<file path="src/rtl/gate_drv_pkg.sv">
package gate_drv_pkg;

    // Clock period in picoseconds (250 MHz)
    localparam int unsigned CLK_PERIOD_PS = 4000;

    // Input deglitch width, printed figure in ns
    localparam int unsigned INPUT_FILTER_NS = 40;
    // Least time, so round up
    localparam int unsigned INPUT_FILTER_CYC = (INPUT_FILTER_NS * 1000 + CLK_PERIOD_PS - 1) / CLK_PERIOD_PS;

    // Leading-edge blanking after the gate goes high, in ns
    localparam int unsigned BLANKING_NS = 200;
    localparam int unsigned BLANKING_CYC = (BLANKING_NS * 1000 + CLK_PERIOD_PS - 1) / CLK_PERIOD_PS;

    // Encoder period: 400 kHz means 2500 ns
    localparam int unsigned ENC_FREQ_KHZ = 400;
    localparam int unsigned ENC_PERIOD_CYC = (1000000000 / ENC_FREQ_KHZ) / CLK_PERIOD_PS;

    // Encoder input range in millivolts and duty in tenths of a percent
    localparam int unsigned AIN_MIN_MV = 600;
    localparam int unsigned AIN_MAX_MV = 4500;
    localparam int unsigned DUTY_MAX_PERMILLE = 880;
    localparam int unsigned DUTY_MIN_PERMILLE = 100;
    localparam int unsigned PERMILLE_FULL = 1000;

    // Lockout deglitch width in cycles (plain default)
    localparam int unsigned LOCKOUT_DEGLITCH_CYC = 16;

    // Default mute and reset filter counts in cycles (plain defaults)
    localparam int unsigned FAULT_MUTE_CYC_DEF = 256;
    localparam int unsigned RESET_FILTER_CYC_DEF = 64;

    // Analog input word width (millivolts)
    localparam int unsigned AIN_W = 13;

    // Comparator results from the analog front end
    typedef struct packed {
        logic vcc_lockout;     // Input supply below its lockout threshold
        logic vdd_lockout;     // Output supply comparator, hysteresis applied upstream
        logic vdd_open;        // Output positive supply absent
        logic vee_open;        // Negative rail absent
        logic sense_a_trip;    // Sense voltage above the overcurrent threshold
        logic gate_below_clamp; // Gate below the clamp threshold
    } analog_status_t;

    // Output stage controls
    typedef struct packed {
        logic source_on;      // Pull-up stage on
        logic sink_hard;      // Full-strength pull-down
        logic sink_soft;      // Reduced soft turn-off pull-down
        logic hiz;            // Both stages released
    } gate_ctrl_t;

    // Fault handling states
    typedef enum logic [1:0] {
        FLT_IDLE,
        FLT_MUTE,
        FLT_WAIT_LOW,
        FLT_WAIT_RISE
    } fault_state_t;

endpackage : gate_drv_pkg

</file>
<file path="src/rtl/gate_drv_logic.sv">
// What this block does
// - Gate low while either supply locked out
// - Output supply lockout 12V, 800mV hysteresis
// - Deglitch lockout comparators before acting
// - Power-good low in lockout, released otherwise
// - Encoder stopped and output low in lockout
// - Clamp only when off and gate low
// - Overcurrent fault when sense exceeds 9V
// - Sense node pulled low when output low
// - Charge current only after 200ns blanking
// - Fault turns off with soft current
// - Fault flag latched low, output held off
// - Reset requests ignored during mute interval
// - Long low after mute, release on rise
// - Long enable low disables, sink pulls gate
// - Duty 88% at 0.6V to 10% at 4.5V
// - Encoder at 400kHz; floating input near 10%
// - Output high only IN+ high, IN- low, enabled
// - Both inputs high: output low, clamp on
// - 40ns deglitch on both inputs and enable
`timescale 1ns/1ps
module gate_drv_logic #(
    parameter int unsigned FAULT_MUTE_CYC = gate_drv_pkg::FAULT_MUTE_CYC_DEF,
    parameter int unsigned RESET_FILTER_CYC = gate_drv_pkg::RESET_FILTER_CYC_DEF
) (
    input wire logic clk,
    input wire logic sys_rst,
    input wire logic clk_en,
    input wire logic pwm_noninv_in,
    input wire logic pwm_inv_in,
    input wire logic reset_enable_in,
    input wire gate_drv_pkg::analog_status_t analog_status,
    input wire logic [gate_drv_pkg::AIN_W-1:0] analog_sense_in,
    output gate_drv_pkg::gate_ctrl_t gate_ctrl,
    output logic gate_source_out,
    output logic gate_sink_out,
    output logic miller_clamp_pin,
    output logic miller_clamp_pin_oe_n,
    output logic sense_a_pulldown,
    output logic sense_a_charge_en,
    output logic fault_flag_n_o,
    output logic fault_flag_n_oe_n,
    output logic power_good_o,
    output logic power_good_oe_n,
    output logic encoded_pwm_out,
    output logic encoded_pwm_oe_n
);

    // Elaboration check: the interval counters are 16 bits wide
    if (FAULT_MUTE_CYC < 1 || FAULT_MUTE_CYC > 65535 ||
        RESET_FILTER_CYC < 1 || RESET_FILTER_CYC > 65535) begin : g_bad_counts
        $error("mute and reset filter counts must lie in 1..65535");
    end

    localparam int unsigned CW = 16;
    localparam logic [CW-1:0] MUTE_LAST = CW'(FAULT_MUTE_CYC - 1);
    localparam logic [CW-1:0] RFIL_LAST = CW'(RESET_FILTER_CYC - 1);
    localparam logic [7:0] INF_LAST = 8'(gate_drv_pkg::INPUT_FILTER_CYC - 1);
    localparam logic [7:0] LKO_LAST = 8'(gate_drv_pkg::LOCKOUT_DEGLITCH_CYC - 1);
    localparam logic [7:0] BLANK_LAST = 8'(gate_drv_pkg::BLANKING_CYC - 1);
    localparam logic [11:0] ENC_LAST = 12'(gate_drv_pkg::ENC_PERIOD_CYC - 1);

    ////////////////////////////////////////////////////////////////////////////
    // Input deglitch for IN+, IN-, enable (index 0..2), lockouts (3..4) and open rails (5..6)

    logic [6:0] raw_in;       // Raw levels to be filtered
    logic [6:0] filt_reg;     // Filtered, accepted levels
    logic [6:0] filt_reset;   // Level each filter starts from
    assign raw_in = {analog_status.vee_open, analog_status.vdd_open,
                     analog_status.vdd_lockout, analog_status.vcc_lockout,
                     reset_enable_in, pwm_inv_in, pwm_noninv_in};
    // Lockouts start asserted, so the gate is off until supplies prove good;
    // open rails start clear so the stage is not released out of reset
    assign filt_reset = 7'h18;

    genvar gi;
    generate
        for (gi = 0; gi < 7; gi++) begin : g_filter
            logic [7:0] cnt_reg;   // Cycles the new level has held
            // Width depends on whether this is a pin or a lockout comparator
            localparam logic [7:0] LAST = (gi < 3) ? INF_LAST : LKO_LAST;
            // Level must stand for the whole width before it is taken
            // deglitch filter
            always_ff @(posedge clk) begin
                if (sys_rst) begin
                    cnt_reg <= 8'h00;
                    filt_reg[gi] <= filt_reset[gi];
                end else if (clk_en) begin
                    if (raw_in[gi] == filt_reg[gi]) begin
                        cnt_reg <= 8'h00;
                    end else if (cnt_reg >= LAST) begin
                        cnt_reg <= 8'h00;
                        filt_reg[gi] <= raw_in[gi];
                    end else begin
                        cnt_reg <= cnt_reg + 8'h01;
                    end
                end
            end
        end
    endgenerate

    logic in_pos, in_neg, en_f, lockout, rails_ok, vdd_open_f;
    assign in_pos = filt_reg[0];
    assign in_neg = filt_reg[1];
    assign en_f = filt_reg[2];
    // either supply locks out; threshold and hysteresis sit in the comparator
    assign lockout = filt_reg[3] | filt_reg[4];
    // an open rail is treated as a lockout too
    assign vdd_open_f = filt_reg[5];
    assign rails_ok = ~lockout & ~filt_reg[6] & ~vdd_open_f;

    ////////////////////////////////////////////////////////////////////////////
    // Enable low filter: longer than the reset filter time disables the driver

    logic [CW-1:0] low_cnt_reg;   // Cycles the enable has been low
    logic en_low_long_reg;        // Enable low beyond the filter time
    always_ff @(posedge clk) begin
        if (sys_rst) begin
            low_cnt_reg <= '0;
            en_low_long_reg <= 1'b1;
        end else if (clk_en) begin
            if (en_f) begin
                low_cnt_reg <= '0;
                en_low_long_reg <= 1'b0;
            end else if (low_cnt_reg >= RFIL_LAST) begin
                en_low_long_reg <= 1'b1;
            end else begin
                low_cnt_reg <= low_cnt_reg + 1'b1;
            end
        end
    end

    // Short low pulses past the deglitch still switch the gate off at once
    logic drive_on;
    // interlock: both inputs high keeps the gate low
    assign drive_on = rails_ok & en_f & ~en_low_long_reg & in_pos & ~in_neg;

    ////////////////////////////////////////////////////////////////////////////
    // Fault latch with mute interval and filtered reset

    gate_drv_pkg::fault_state_t fault_state_reg;  // Fault sequencer
    logic [CW-1:0] mute_cnt_reg;                  // Mute interval counter
    logic blank_done_reg;                         // Blanking over in this on-phase
    logic [CW-1:0] post_mute_low_reg;             // Low cycles counted after mute
    logic fault_trip;
    // trip only once the current source is running
    assign fault_trip = analog_status.sense_a_trip & blank_done_reg & gate_source_out;

    // Fault sequencer; a new trip only counts while idle
    always_ff @(posedge clk) begin
        if (sys_rst) begin
            fault_state_reg <= gate_drv_pkg::FLT_IDLE;
            mute_cnt_reg <= '0;
        end else if (clk_en) begin
            case (fault_state_reg)
                gate_drv_pkg::FLT_IDLE: begin
                    if (fault_trip) begin
                        fault_state_reg <= gate_drv_pkg::FLT_MUTE;
                        mute_cnt_reg <= '0;
                    end
                end
                gate_drv_pkg::FLT_MUTE: begin
                    if (mute_cnt_reg >= MUTE_LAST) begin
                        fault_state_reg <= gate_drv_pkg::FLT_WAIT_LOW;
                    end else begin
                        mute_cnt_reg <= mute_cnt_reg + 1'b1;
                    end
                end
                gate_drv_pkg::FLT_WAIT_LOW: begin
                    // low must also have lasted past the filter after mute
                    if (post_mute_low_reg >= RFIL_LAST) begin
                        fault_state_reg <= gate_drv_pkg::FLT_WAIT_RISE;
                    end
                end
                gate_drv_pkg::FLT_WAIT_RISE: begin
                    // release on the rising edge of enable
                    if (en_f) begin
                        fault_state_reg <= gate_drv_pkg::FLT_IDLE;
                    end
                end
                default: begin
                    fault_state_reg <= gate_drv_pkg::FLT_IDLE;
                end
            endcase
        end
    end

    // Enable low at mute end could have started during mute; the low count
    // is restarted so only lows that follow the mute qualify
    always_ff @(posedge clk) begin
        if (sys_rst) begin
            post_mute_low_reg <= '0;
        end else if (clk_en) begin
            if (fault_state_reg != gate_drv_pkg::FLT_WAIT_LOW || en_f) begin
                post_mute_low_reg <= '0;
            end else if (post_mute_low_reg != {CW{1'b1}}) begin
                post_mute_low_reg <= post_mute_low_reg + 1'b1;
            end
        end
    end

    logic faulted;
    assign faulted = fault_state_reg != gate_drv_pkg::FLT_IDLE;

    ////////////////////////////////////////////////////////////////////////////
    // Blanking after the source stage turns on

    logic [7:0] blank_cnt_reg;  // Cycles since the gate went high
    // blanking counter restarts on every turn-on
    always_ff @(posedge clk) begin
        if (sys_rst) begin
            blank_cnt_reg <= 8'h00;
            blank_done_reg <= 1'b0;
        end else if (clk_en) begin
            if (!gate_source_out) begin
                blank_cnt_reg <= 8'h00;
                blank_done_reg <= 1'b0;
            end else if (blank_cnt_reg >= BLANK_LAST) begin
                blank_done_reg <= 1'b1;
            end else begin
                blank_cnt_reg <= blank_cnt_reg + 8'h01;
            end
        end
    end

    ////////////////////////////////////////////////////////////////////////////
    // Output stage, clamp, sense node and flags

    logic on_next;
    assign on_next = drive_on & ~faulted & ~fault_trip;

    // Registered pin drive
    always_ff @(posedge clk) begin
        if (sys_rst) begin
            gate_source_out <= 1'b0;
            gate_sink_out <= 1'b1;
            gate_ctrl <= '{source_on: 1'b0, sink_hard: 1'b1, sink_soft: 1'b0, hiz: 1'b0};
            miller_clamp_pin <= 1'b0;
            miller_clamp_pin_oe_n <= 1'b0;
            sense_a_pulldown <= 1'b1;
            sense_a_charge_en <= 1'b0;
        end else if (clk_en) begin
            // gate high only when all conditions hold
            gate_source_out <= on_next;
            gate_sink_out <= ~on_next & ~vdd_open_f;
            gate_ctrl.source_on <= on_next;
            // soft turn-off from the trip to the end of the mute interval
            gate_ctrl.sink_soft <= ~on_next & (fault_trip | fault_state_reg == gate_drv_pkg::FLT_MUTE);
            gate_ctrl.sink_hard <= ~on_next & ~vdd_open_f
                                   & ~(fault_trip | fault_state_reg == gate_drv_pkg::FLT_MUTE);
            // output stage released with no positive supply
            gate_ctrl.hiz <= vdd_open_f;
            // clamp when off and gate below threshold
            miller_clamp_pin <= ~on_next & analog_status.gate_below_clamp & rails_ok;
            miller_clamp_pin_oe_n <= on_next | vdd_open_f;
            // sense node held low whenever the gate is low
            sense_a_pulldown <= ~on_next;
            sense_a_charge_en <= on_next & blank_done_reg;
        end
    end

    // Open-drain flags: oe_n low means pulled low
    always_ff @(posedge clk) begin
        if (sys_rst) begin
            fault_flag_n_o <= 1'b0;
            fault_flag_n_oe_n <= 1'b1;
            power_good_o <= 1'b0;
            power_good_oe_n <= 1'b0;
        end else if (clk_en) begin
            // flag low from trip until released
            fault_flag_n_oe_n <= ~(faulted | fault_trip);
            // power-good low in any supply fault
            power_good_oe_n <= rails_ok;
        end
    end

    ////////////////////////////////////////////////////////////////////////////
    // Analog to PWM encoder

    localparam int unsigned SPAN_MV = gate_drv_pkg::AIN_MAX_MV - gate_drv_pkg::AIN_MIN_MV;
    localparam int unsigned SPAN_PM = gate_drv_pkg::DUTY_MAX_PERMILLE - gate_drv_pkg::DUTY_MIN_PERMILLE;
    localparam logic [12:0] MIN_MV = 13'(gate_drv_pkg::AIN_MIN_MV);
    localparam logic [12:0] MAX_MV = 13'(gate_drv_pkg::AIN_MAX_MV);

    logic [12:0] ain_clip;   // Input held within the encoder range
    logic [31:0] high_cyc;   // Cycles high in one period
    logic [11:0] enc_cnt_reg; // Position in the period
    logic [11:0] high_cyc_reg; // Duty latched at the period start
    assign ain_clip = (analog_sense_in < MIN_MV) ? MIN_MV : (analog_sense_in > MAX_MV) ? MAX_MV : analog_sense_in;
    // inverse linear map; a floating input clips to 10%
    assign high_cyc = ((gate_drv_pkg::DUTY_MAX_PERMILLE * SPAN_MV - 32'(ain_clip - MIN_MV) * SPAN_PM)
                       * gate_drv_pkg::ENC_PERIOD_CYC) / (SPAN_MV * gate_drv_pkg::PERMILLE_FULL);

    // Period counter; duty sampled once per period to avoid runt pulses
    always_ff @(posedge clk) begin
        if (sys_rst) begin
            enc_cnt_reg <= 12'h000;
            high_cyc_reg <= 12'h000;
            encoded_pwm_out <= 1'b0;
            encoded_pwm_oe_n <= 1'b0;
        end else if (clk_en) begin
            // encoder stopped and low in lockout
            if (!rails_ok) begin
                enc_cnt_reg <= 12'h000;
                encoded_pwm_out <= 1'b0;
            end else begin
                enc_cnt_reg <= (enc_cnt_reg >= ENC_LAST) ? 12'h000 : enc_cnt_reg + 12'h001;
                if (enc_cnt_reg == 12'h000) begin
                    high_cyc_reg <= high_cyc[11:0];
                end
                encoded_pwm_out <= enc_cnt_reg < high_cyc_reg;
            end
            // output released with no positive supply
            encoded_pwm_oe_n <= vdd_open_f;
        end
    end

endmodule : gate_drv_logic

</file>
<file path="config.mk">
export PLATFORM = sky130hd
export DESIGN_NAME = gate_drv_logic
export DESIGN_NICKNAME = d
export VERILOG_FILES = /design/src/rtl/gate_drv_pkg.sv /design/src/rtl/gate_drv_logic.sv
export SDC_FILE = /design/constraint.sdc
export NUM_CORES = 1
export LEC_CHECK = 0
export ABC_CLOCK_PERIOD_IN_PS = 34800
export BUFFER_PORTS_ARGS = -buffer_cell sky130_fd_sc_hd__buf_2
export CAP_MARGIN = 20
export CORE_MARGIN = 10
export CORE_UTILIZATION = 60
export CTS_BUF_LIST = sky130_fd_sc_hd__clkbuf_8
export DETAILED_ROUTE_END_ITERATION = 10
export PLACE_DENSITY = 0.81
export SYNTH_ARGS = -nofsm -noshare
export SYNTH_HDL_FRONTEND = slang
export SYNTH_SLANG_ARGS = --single-unit
</file>
<file path="constraint.sdc">
create_clock -name clk -period 34.8 [get_ports clk]
set_input_delay 5.22 -clock clk [delete_from_list [all_inputs] [get_ports clk]]
set_output_delay 5.22 -clock clk [all_outputs]
set_load 0.01 [all_outputs]
</file>
==> results of run 1 <==
-- cells by family (layout without fill, tap and decap cells) --
logic type / Yosys count / after routing / share of synthesized area
compound gates: 814 / 814 / 0.2532
xor+xnor: 280 / 280 / 0.1115
fa+ha+maj: 257 / 257 / 0.1666
buf+inv: 335 / 323 / 0.05822
flops: 158 / 158 / 0.1394
mux: 59 / 59 / 0.02702
other cells: 1 / 5 / 0.0001652
simple gates: 1107 / 1107 / 0.2439
-- routing by layer --
metal,GRT usage,up-vias
met5,0,-
met4,0.07610,0
met3,0.03512,96
met2,0.4520,724
met1,0.3478,10600
li1,-,10780
-- metrics by stage --
stage          instance area (um^2)  setup slack (ns)  hold slack [ns]
3_5_place_dp                  23220             2.233           0.4396
4_1_cts                       23650             2.723           0.4565
3_3_place_gp                  23210             3.119           0.4310
5_1_grt                       23660            0.3761           0.4701
6_report                      23660             2.288           0.4546
2_1_floorplan                 22710             7.831           0.4205
-- layout make-up --
type                       instances  area share
clock buffer                      22     0.01280
clock inverter                    10    0.005236
inverter                         238     0.03776
multi-input combinational       2522      0.7704
sequential                       158      0.1337
tap                              511     0.02702
timing repair buffer              53     0.01312
-- worst paths after layout --
path | start | endpoint | slack [ns] | depth (start not counted)
max | analog_sense_in[9] | high_cyc_reg[0]$_SDFFE_PP0P_ | 2.29 | 82
min | gate_sink_out$_SDFFE_PP1P_ | gate_sink_out$_SDFFE_PP1P_ | 0.45 | 2
min reg2reg | gate_sink_out$_SDFFE_PP1P_ | gate_sink_out$_SDFFE_PP1P_ | 0.45 | 2
max reg2reg | vdd_open_f$_SDFFE_PP0P_ | high_cyc_reg[0]$_SDFFE_PP0P_ | 31.61 | 7
-- placed cells by master (no fill, tap or decap), types with 12 or more instances in the layout --
| cell | synthesis | layout |
|---|---|---|
| a22oi_1 | 12 | 12 |
| mux2i_1 | 44 | 44 |
| o21ai_0 | 120 | 120 |
| fa_1 | 77 | 77 |
| and3_1 | 43 | 43 |
| or4_1 | 15 | 15 |
| nand2_1 | 212 | 212 |
| nor2b_1 | 20 | 20 |
| ha_1 | 175 | 175 |
| buf_2 | 17 | 38 |
| nand4_1 | 42 | 42 |
| or3_1 | 37 | 37 |
| nor2_1 | 350 | 349 |
| o211ai_1 | 27 | 27 |
| a31oi_1 | 50 | 50 |
| buf_4 | 9 | 14 |
| o22ai_1 | 15 | 15 |
| o31ai_1 | 22 | 22 |
| mux2_2 | 12 | 12 |
| nor3_1 | 85 | 85 |
| nand3b_1 | 12 | 12 |
| nand2b_1 | 33 | 33 |
| xor2_1 | 100 | 100 |
| o21ai_1 | 22 | 22 |
| clkbuf_8 | 0 | 22 |
| nor4_1 | 32 | 32 |
| a211oi_1 | 41 | 41 |
| or2_2 | 22 | 22 |
| a21o_1 | 44 | 44 |
| dfxtp_1 | 158 | 158 |
| inv_1 | 236 | 236 |
| nand3_1 | 71 | 71 |
| and2_1 | 75 | 75 |
| a211o_1 | 13 | 13 |
| o31a_1 | 15 | 15 |
| o21a_1 | 28 | 28 |
| xnor2_1 | 173 | 173 |
| a2111oi_0 | 12 | 12 |
| a21oi_1 | 206 | 206 |
-- critical path: cells and delay by family --
kind / cells / cell delay [ns]
AND/OR/NAND/NOR: 21 / 6.82
multiplexers: 1 / 0.34
adder cells (fa/ha/maj): 11 / 4.55
buffers and inverters: 8 / 0.91
XOR/XNOR: 9 / 4.01
AO/OA/AOI/OAI: 32 / 11.07
==> metrics.md, run 1 <==
| Metric | Value |
|---|---|
| DP Wirelength | `51.11 mm` |
| Critical Path AT | `32.96 ns` |
| Met3 WL post-DR | `3.429 mm` |
| Critical Path End Type | `flop` |
| Final wirelength | `between 60 and 70 mm` |
| Hold_buf cts | `0` |
| Vias in the first global route | `about 21k` |
| M1 wire length | `29.04 mm` |
| GRT Resource Usage Total | `0.2669` |
| Post-route ant nets | `0` |
| Worst min path class | `reg2reg` |
| Syn_area_per_cell | `approximately 7.5 um^2` |
| Slew Viols, Final | `0` |
| Cell Rows | `just over 70` |
| Slowest-stage cell, CP | `o311ai_0` |
| First-pass GRT wire length | `105.2 mm` |
| Most common cell in the synthesized netlist | `nor2_1` |
| CTS max path bufs | `2` |
| GRT Residual Overflow | `0` |
| RSZ-0062 raised after global routing | `no` |
| Nets | `3267` |
| Post-CTS Resized | `0` |
| CTS Sinks | `roughly 160` |
| Ranking of synthesized cells by area | `dfxtp_1 (14%), ha_1 (9.6%), fa_1 (6.8%)` |
| Metal2 WL | `around 30 mm` |
| Clock Tree Root | `clkbuf_8` |
| Final Util | `0.6311` |
| WS Path Type | `in2reg` |
| Placed insts | `~3.5k` |
| Area of the multi-input gates | `roughly 18000 um^2` |
| FF+latch count, synth | `~160` |
| Chip height | `about 210 um` |
| Yosys top cell area share | `0.1394` |
| Syn-to-layout area delta | `4.256%` |
| Post-synthesis cell area | `between 20000 and 25000 um^2` |
| Max-slew headroom | `0.3013` |
| Fin crit period | `roughly 33 ns` |
| Least-Margin Pin Slew | `between 1 and 1.5 ns` |
| CP max stage delay | `between 0.8 and 0.9 ns` |
| Syn. warnings | `0` |
| Post-synth ARST share | `0` |
| Initial DRT Pass Iterations | `6` |
| Cell taking the most area after synthesis | `dfxtp_1` |
| H-tree depth | `4` |
| IO Count | `slightly above 40` |
| CTS tree | `built` |
| Register area share after synthesis | `0.1394` |
| Post-synth EDFFs | `0` |
| IO buf count | `38` |
| Vias post-DR | `~22k` |
| Max frequency | `~30 MHz` |
| Final period utilization | `0.9342` |
| Layout cell share with drive strength beyond 1 | `0.06926` |
| Worst skew pair latency | `0.54 ns` |
| Placer congestion estimate | `0.9915` |
| Layout Cells excl Fill | `between 3k and 4k` |
| Hold Fails Final Rpt | `0` |
| Max FFs per register | `56` |
| Clock-pin transition on the worst setup and hold timing paths | `about 0.12 ns` |
| Synth cell count leaders | `nor2_1 (350), inv_1 (236), nand2_1 (212)` |
| Ant. Diodes | `0` |
| Crit-path max FO | `21` |
| Vias per cell | `~6.3` |
| Die area | `46000 um^2` |
| Main synth FF type | `dfxtp_1` |
| Max-capacitance violation count | `0` |
| Setup TNS Final | `0 ns` |
| # DRC | `0` |
| CP required | `35.25 ns` |
| Filler cells | `around 3.4k` |
| Setup violators final | `0` |
| Die width | `214.5 um` |
| Post-CTS Setup Bufs | `0` |
| Yosys cell types | `~120` |
| Initial Utilization | `0.6053` |
| Area occupied by registers | `~3200 um^2` |
| Highest Signal Layer | `met4` |
| Final Skew | `0.03779 ns` |
| Outcome | `completed` |
| Worst setup SP type | `input port` |
| Per-cell routed wire length | `between 15 and 20 um` |
| Core ar. | `between 30000 and 40000 um^2` |
| Post-synthesis instance total | `between 3k and 4k` |
| CTS Buf Count | `17` |
| Initial antenna violation count | `0` |
| Largest net degree at the start of global routing | `slightly below 70` |
| Initial DRC count | `2043` |
Power of run 1 is not shown: default switching activity piles up to over one toggle a cycle in this logic, so the estimate is an artifact.
==> run 2, diff against run 1 <==
--- a/config.mk
+++ b/config.mk
@@ -10,7 +10,7 @@
 export CAP_MARGIN = 20
 export CORE_MARGIN = 10
 export CORE_UTILIZATION = 60
-export CTS_BUF_LIST = sky130_fd_sc_hd__clkbuf_8
+export CTS_BUF_LIST = sky130_fd_sc_hd__clkbuf_8 sky130_fd_sc_hd__clkbuf_16
 export DETAILED_ROUTE_END_ITERATION = 10
 export PLACE_DENSITY = 0.81
 export SYNTH_ARGS = -nofsm -noshare
==> run 2 against run 1 <==
  * Core utilization increased by 0.49 points
  * Clock skew shrank 0.013 ns
  * Wire length up 0.25%
  * Critical path depth did not move
  * Maximum frequency is 0.43% lower
  * Sequential share of layout area down 0.10 points
  * Non-clock buffer count fell by 1
  * Critical path type unchanged
  * Critical endpoint unchanged
  * Cell count about the same
  * Clock-buffer cell count stayed put
==> metrics.md, run 2 (synthesis gave the netlist of run 1 again) <==
| Metric | Value |
|---|---|
| Reg2Reg Launch Point | `vdd_open_f$_SDFFE_PP0P_` |
| Commonest non-fill, non-tap cell in the layout | `nor2_1` |
| IO buf count | `38 (unchanged)` |
| CTS tree | `built` |
| Layout cell share with drive strength beyond 1 | `0.06895 (-0.0003100)` |
| FF-to-FF setup slack | `31.64 ns (+0.03 ns)` |
| Clock Tree Root | `clkbuf_16` |
| Worst Setup SP | `analog_sense_in[9]` |
| First-pass GRT wire length | `105.7 mm (+0.47%)` |
| Max-slew headroom | `0.2750 (-0.02626)` |
| Clock-pin transition on the worst setup and hold timing paths | `0.09 ns (-0.03 ns)` |
| Vias in the first global route | `21.14k (+0.28%)` |
| Outcome | `completed` |
| Post-CTS Setup Bufs | `0 (unchanged)` |
| Post-route ant nets | `0 (unchanged)` |
| Filler cells | `3364 (-1.4%)` |
| Syn-to-layout area delta | `5.067%` |
| DP Wirelength | `51.11 mm (unchanged)` |
| FF-to-FF End | `enc_cnt_reg[9]$_SDFFE_PP0P_` |
| Post-CTS Resized | `0 (unchanged)` |
| Chip height | `214.5 um (unchanged)` |
| Die width | `214.5 um (unchanged)` |
| Nets | `3266 (-0.031%)` |
| Met1 GRT Util | `0.3468 (-0.0009406)` |
| Area occupied by registers | `3163 um^2 (unchanged)` |
| Worst r2r path cells | `7 (unchanged)` |
| Global routing usage on met3 | `0.03512 (unchanged)` |
| CTS Buf Count | `17 (unchanged)` |
| Worst min path class | `reg2reg` |
| Setup violators final | `0 (unchanged)` |
| Slew Viols, Final | `0 (unchanged)` |
| Initial Utilization | `0.6053 (unchanged)` |
| H-tree depth | `4 (unchanged)` |
| CTS Sinks | `158 (unchanged)` |
| Max-capacitance violation count | `0 (unchanged)` |
| Hold_buf cts | `0 (unchanged)` |
| GRT Resource Usage Total | `0.2684 (+0.001466)` |
| Initial antenna violation count | `0 (unchanged)` |
| Area of the multi-input gates | `18230 um^2 (unchanged)` |
| Vias per cell | `6.299 (-0.29%)` |
| Core ar. | `37490 um^2 (unchanged)` |
| Per-cell routed wire length | `18.17 um (+0.28%)` |
| CP max stage delay | `0.85 ns (about the same)` |
| Initial DRC count | `1924 (-5.8%)` |
| Cell Rows | `71 (unchanged)` |
| Setup TNS Final | `0 ns (unchanged)` |
| Critical path depth | `82 (unchanged)` |
| Largest net degree at the start of global routing | `69 (unchanged)` |
| IO Count | `41 (unchanged)` |
| Critical Path AT | `33.03 ns (+0.07 ns)` |
| WS Path Type | `in2reg` |
| Hold Fails Final Rpt | `0 (unchanged)` |
| CP endpoint | `high_cyc_reg[0]$_SDFFE_PP0P_` |
| Ant. Diodes | `0 (unchanged)` |
| RSZ-0062 raised after global routing | `no` |
| Vias post-DR | `22.13k (-0.32%)` |
| Largest delay contributor family on the critical path | `compound AO/OA/AOI/OAI gates` |
| Global route hottest layer | `met2` |
| Fin crit period | `32.65 ns (+0.1398 ns)` |
| Commonest non-fill, non-tap cells in the layout | `nor2_1 (349), inv_1 (236), nand2_1 (212)` |
| Die area | `46000 um^2 (unchanged)` |
| Final period utilization | `0.9383 (+0.004018)` |
| Final wirelength | `63.83 mm (+0.25%)` |
| Final Skew | `0.02471 ns (-0.01308 ns)` |
| Met2 usage in global routing | `0.4540 (+0.002005)` |
| Max FFs per register | `56 (unchanged)` |
| Critical Path End Type | `flop` |
| Max frequency | `30.63 MHz (-0.43%)` |
| Worst skew pair latency | `0.48 ns (-0.06 ns)` |
| Worst path bufs/invs | `8 (unchanged)` |
| Worst setup SP type | `input port` |
| GRT Residual Overflow | `0 (unchanged)` |
| Placer congestion estimate | `0.9915 (unchanged)` |
| Least-Margin Pin Slew | `1.085 ns (+0.03715 ns)` |
| # DRC | `0 (unchanged)` |
| Initial DRT Pass Iterations | `7 (+1)` |
| CP required | `35.18 ns (-0.07 ns)` |
| Final Util | `0.6360 (+0.004907)` |
| CTS max path bufs | `2 (unchanged)` |
| Slowest-stage cell, CP | `o311ai_0` |
| Crit-path max FO | `21 (unchanged)` |
[run 2: changes by cell type in the layout (fill, tap and decap cells not counted)]
cell	before	now
clkbuf_16	0	17
buf_4	14	13
clkbuf_8	22	5
[run 2: worst register-to-register path, stage by stage, from the launching register on]
cell and delay, ns:
dfxtp_1 0.38, nor4_1 0.68, nand2_1 0.17, or3_1 0.52
a21oi_1 0.55, and3_1 0.30, a41oi_1 0.14, a211oi_1 0.30
[run 2: area by class of cell]
cell class | instances | area share
multi-input combinational | 2522 | 0.7644
sequential | 158 | 0.1327
inverter | 238 | 0.03747
tap | 511 | 0.02682
clock buffer | 22 | 0.02073
timing repair buffer | 52 | 0.01270
clock inverter | 10 | 0.005195
[run 2: worst min-delay path by stage]
| stage | from | cells past startpoint | slack [ns] | to |
|---|---|---|---|---|
| after detailed placement | g_filter[0].cnt_reg[4]$_SDFFE_PP0P_ | 1 | 0.44 | g_filter[0].cnt_reg[4]$_SDFFE_PP0P_ |
| after floorplan | g_filter[0].cnt_reg[6]$_SDFFE_PP0P_ | 1 | 0.42 | g_filter[0].cnt_reg[6]$_SDFFE_PP0P_ |
| after global routing | gate_sink_out$_SDFFE_PP1P_ | 2 | 0.47 | gate_sink_out$_SDFFE_PP1P_ |
| after global placement | miller_clamp_pin_oe_n$_SDFFE_PP0P_ | 1 | 0.43 | miller_clamp_pin_oe_n$_SDFFE_PP0P_ |
| after CTS | gate_sink_out$_SDFFE_PP1P_ | 2 | 0.45 | gate_sink_out$_SDFFE_PP1P_ |
| final | gate_sink_out$_SDFFE_PP1P_ | 2 | 0.45 | gate_sink_out$_SDFFE_PP1P_ |
[run 2: metrics by stage]
stage	area, um^2	worst slack, ns	instances	hold WS [ns]
after global routing	23840	0.2894	3513	0.4661
after CTS	23840	2.638	3513	0.4533
after detailed placement	23220	2.233	3481	0.4396
after global placement	23210	3.119	3480	0.4310
final	23840	2.149	3513	0.4503
after floorplan	22710	7.831	3015	0.4205
[run 2: routing by layer]
layer,part of all wire,routed length (um)
met1,0.45,28920
met2,0.47,29930
met3,0.054,3450
met4,0.024,1536
met5,0,0
Power of run 2 is left out for the same reason.
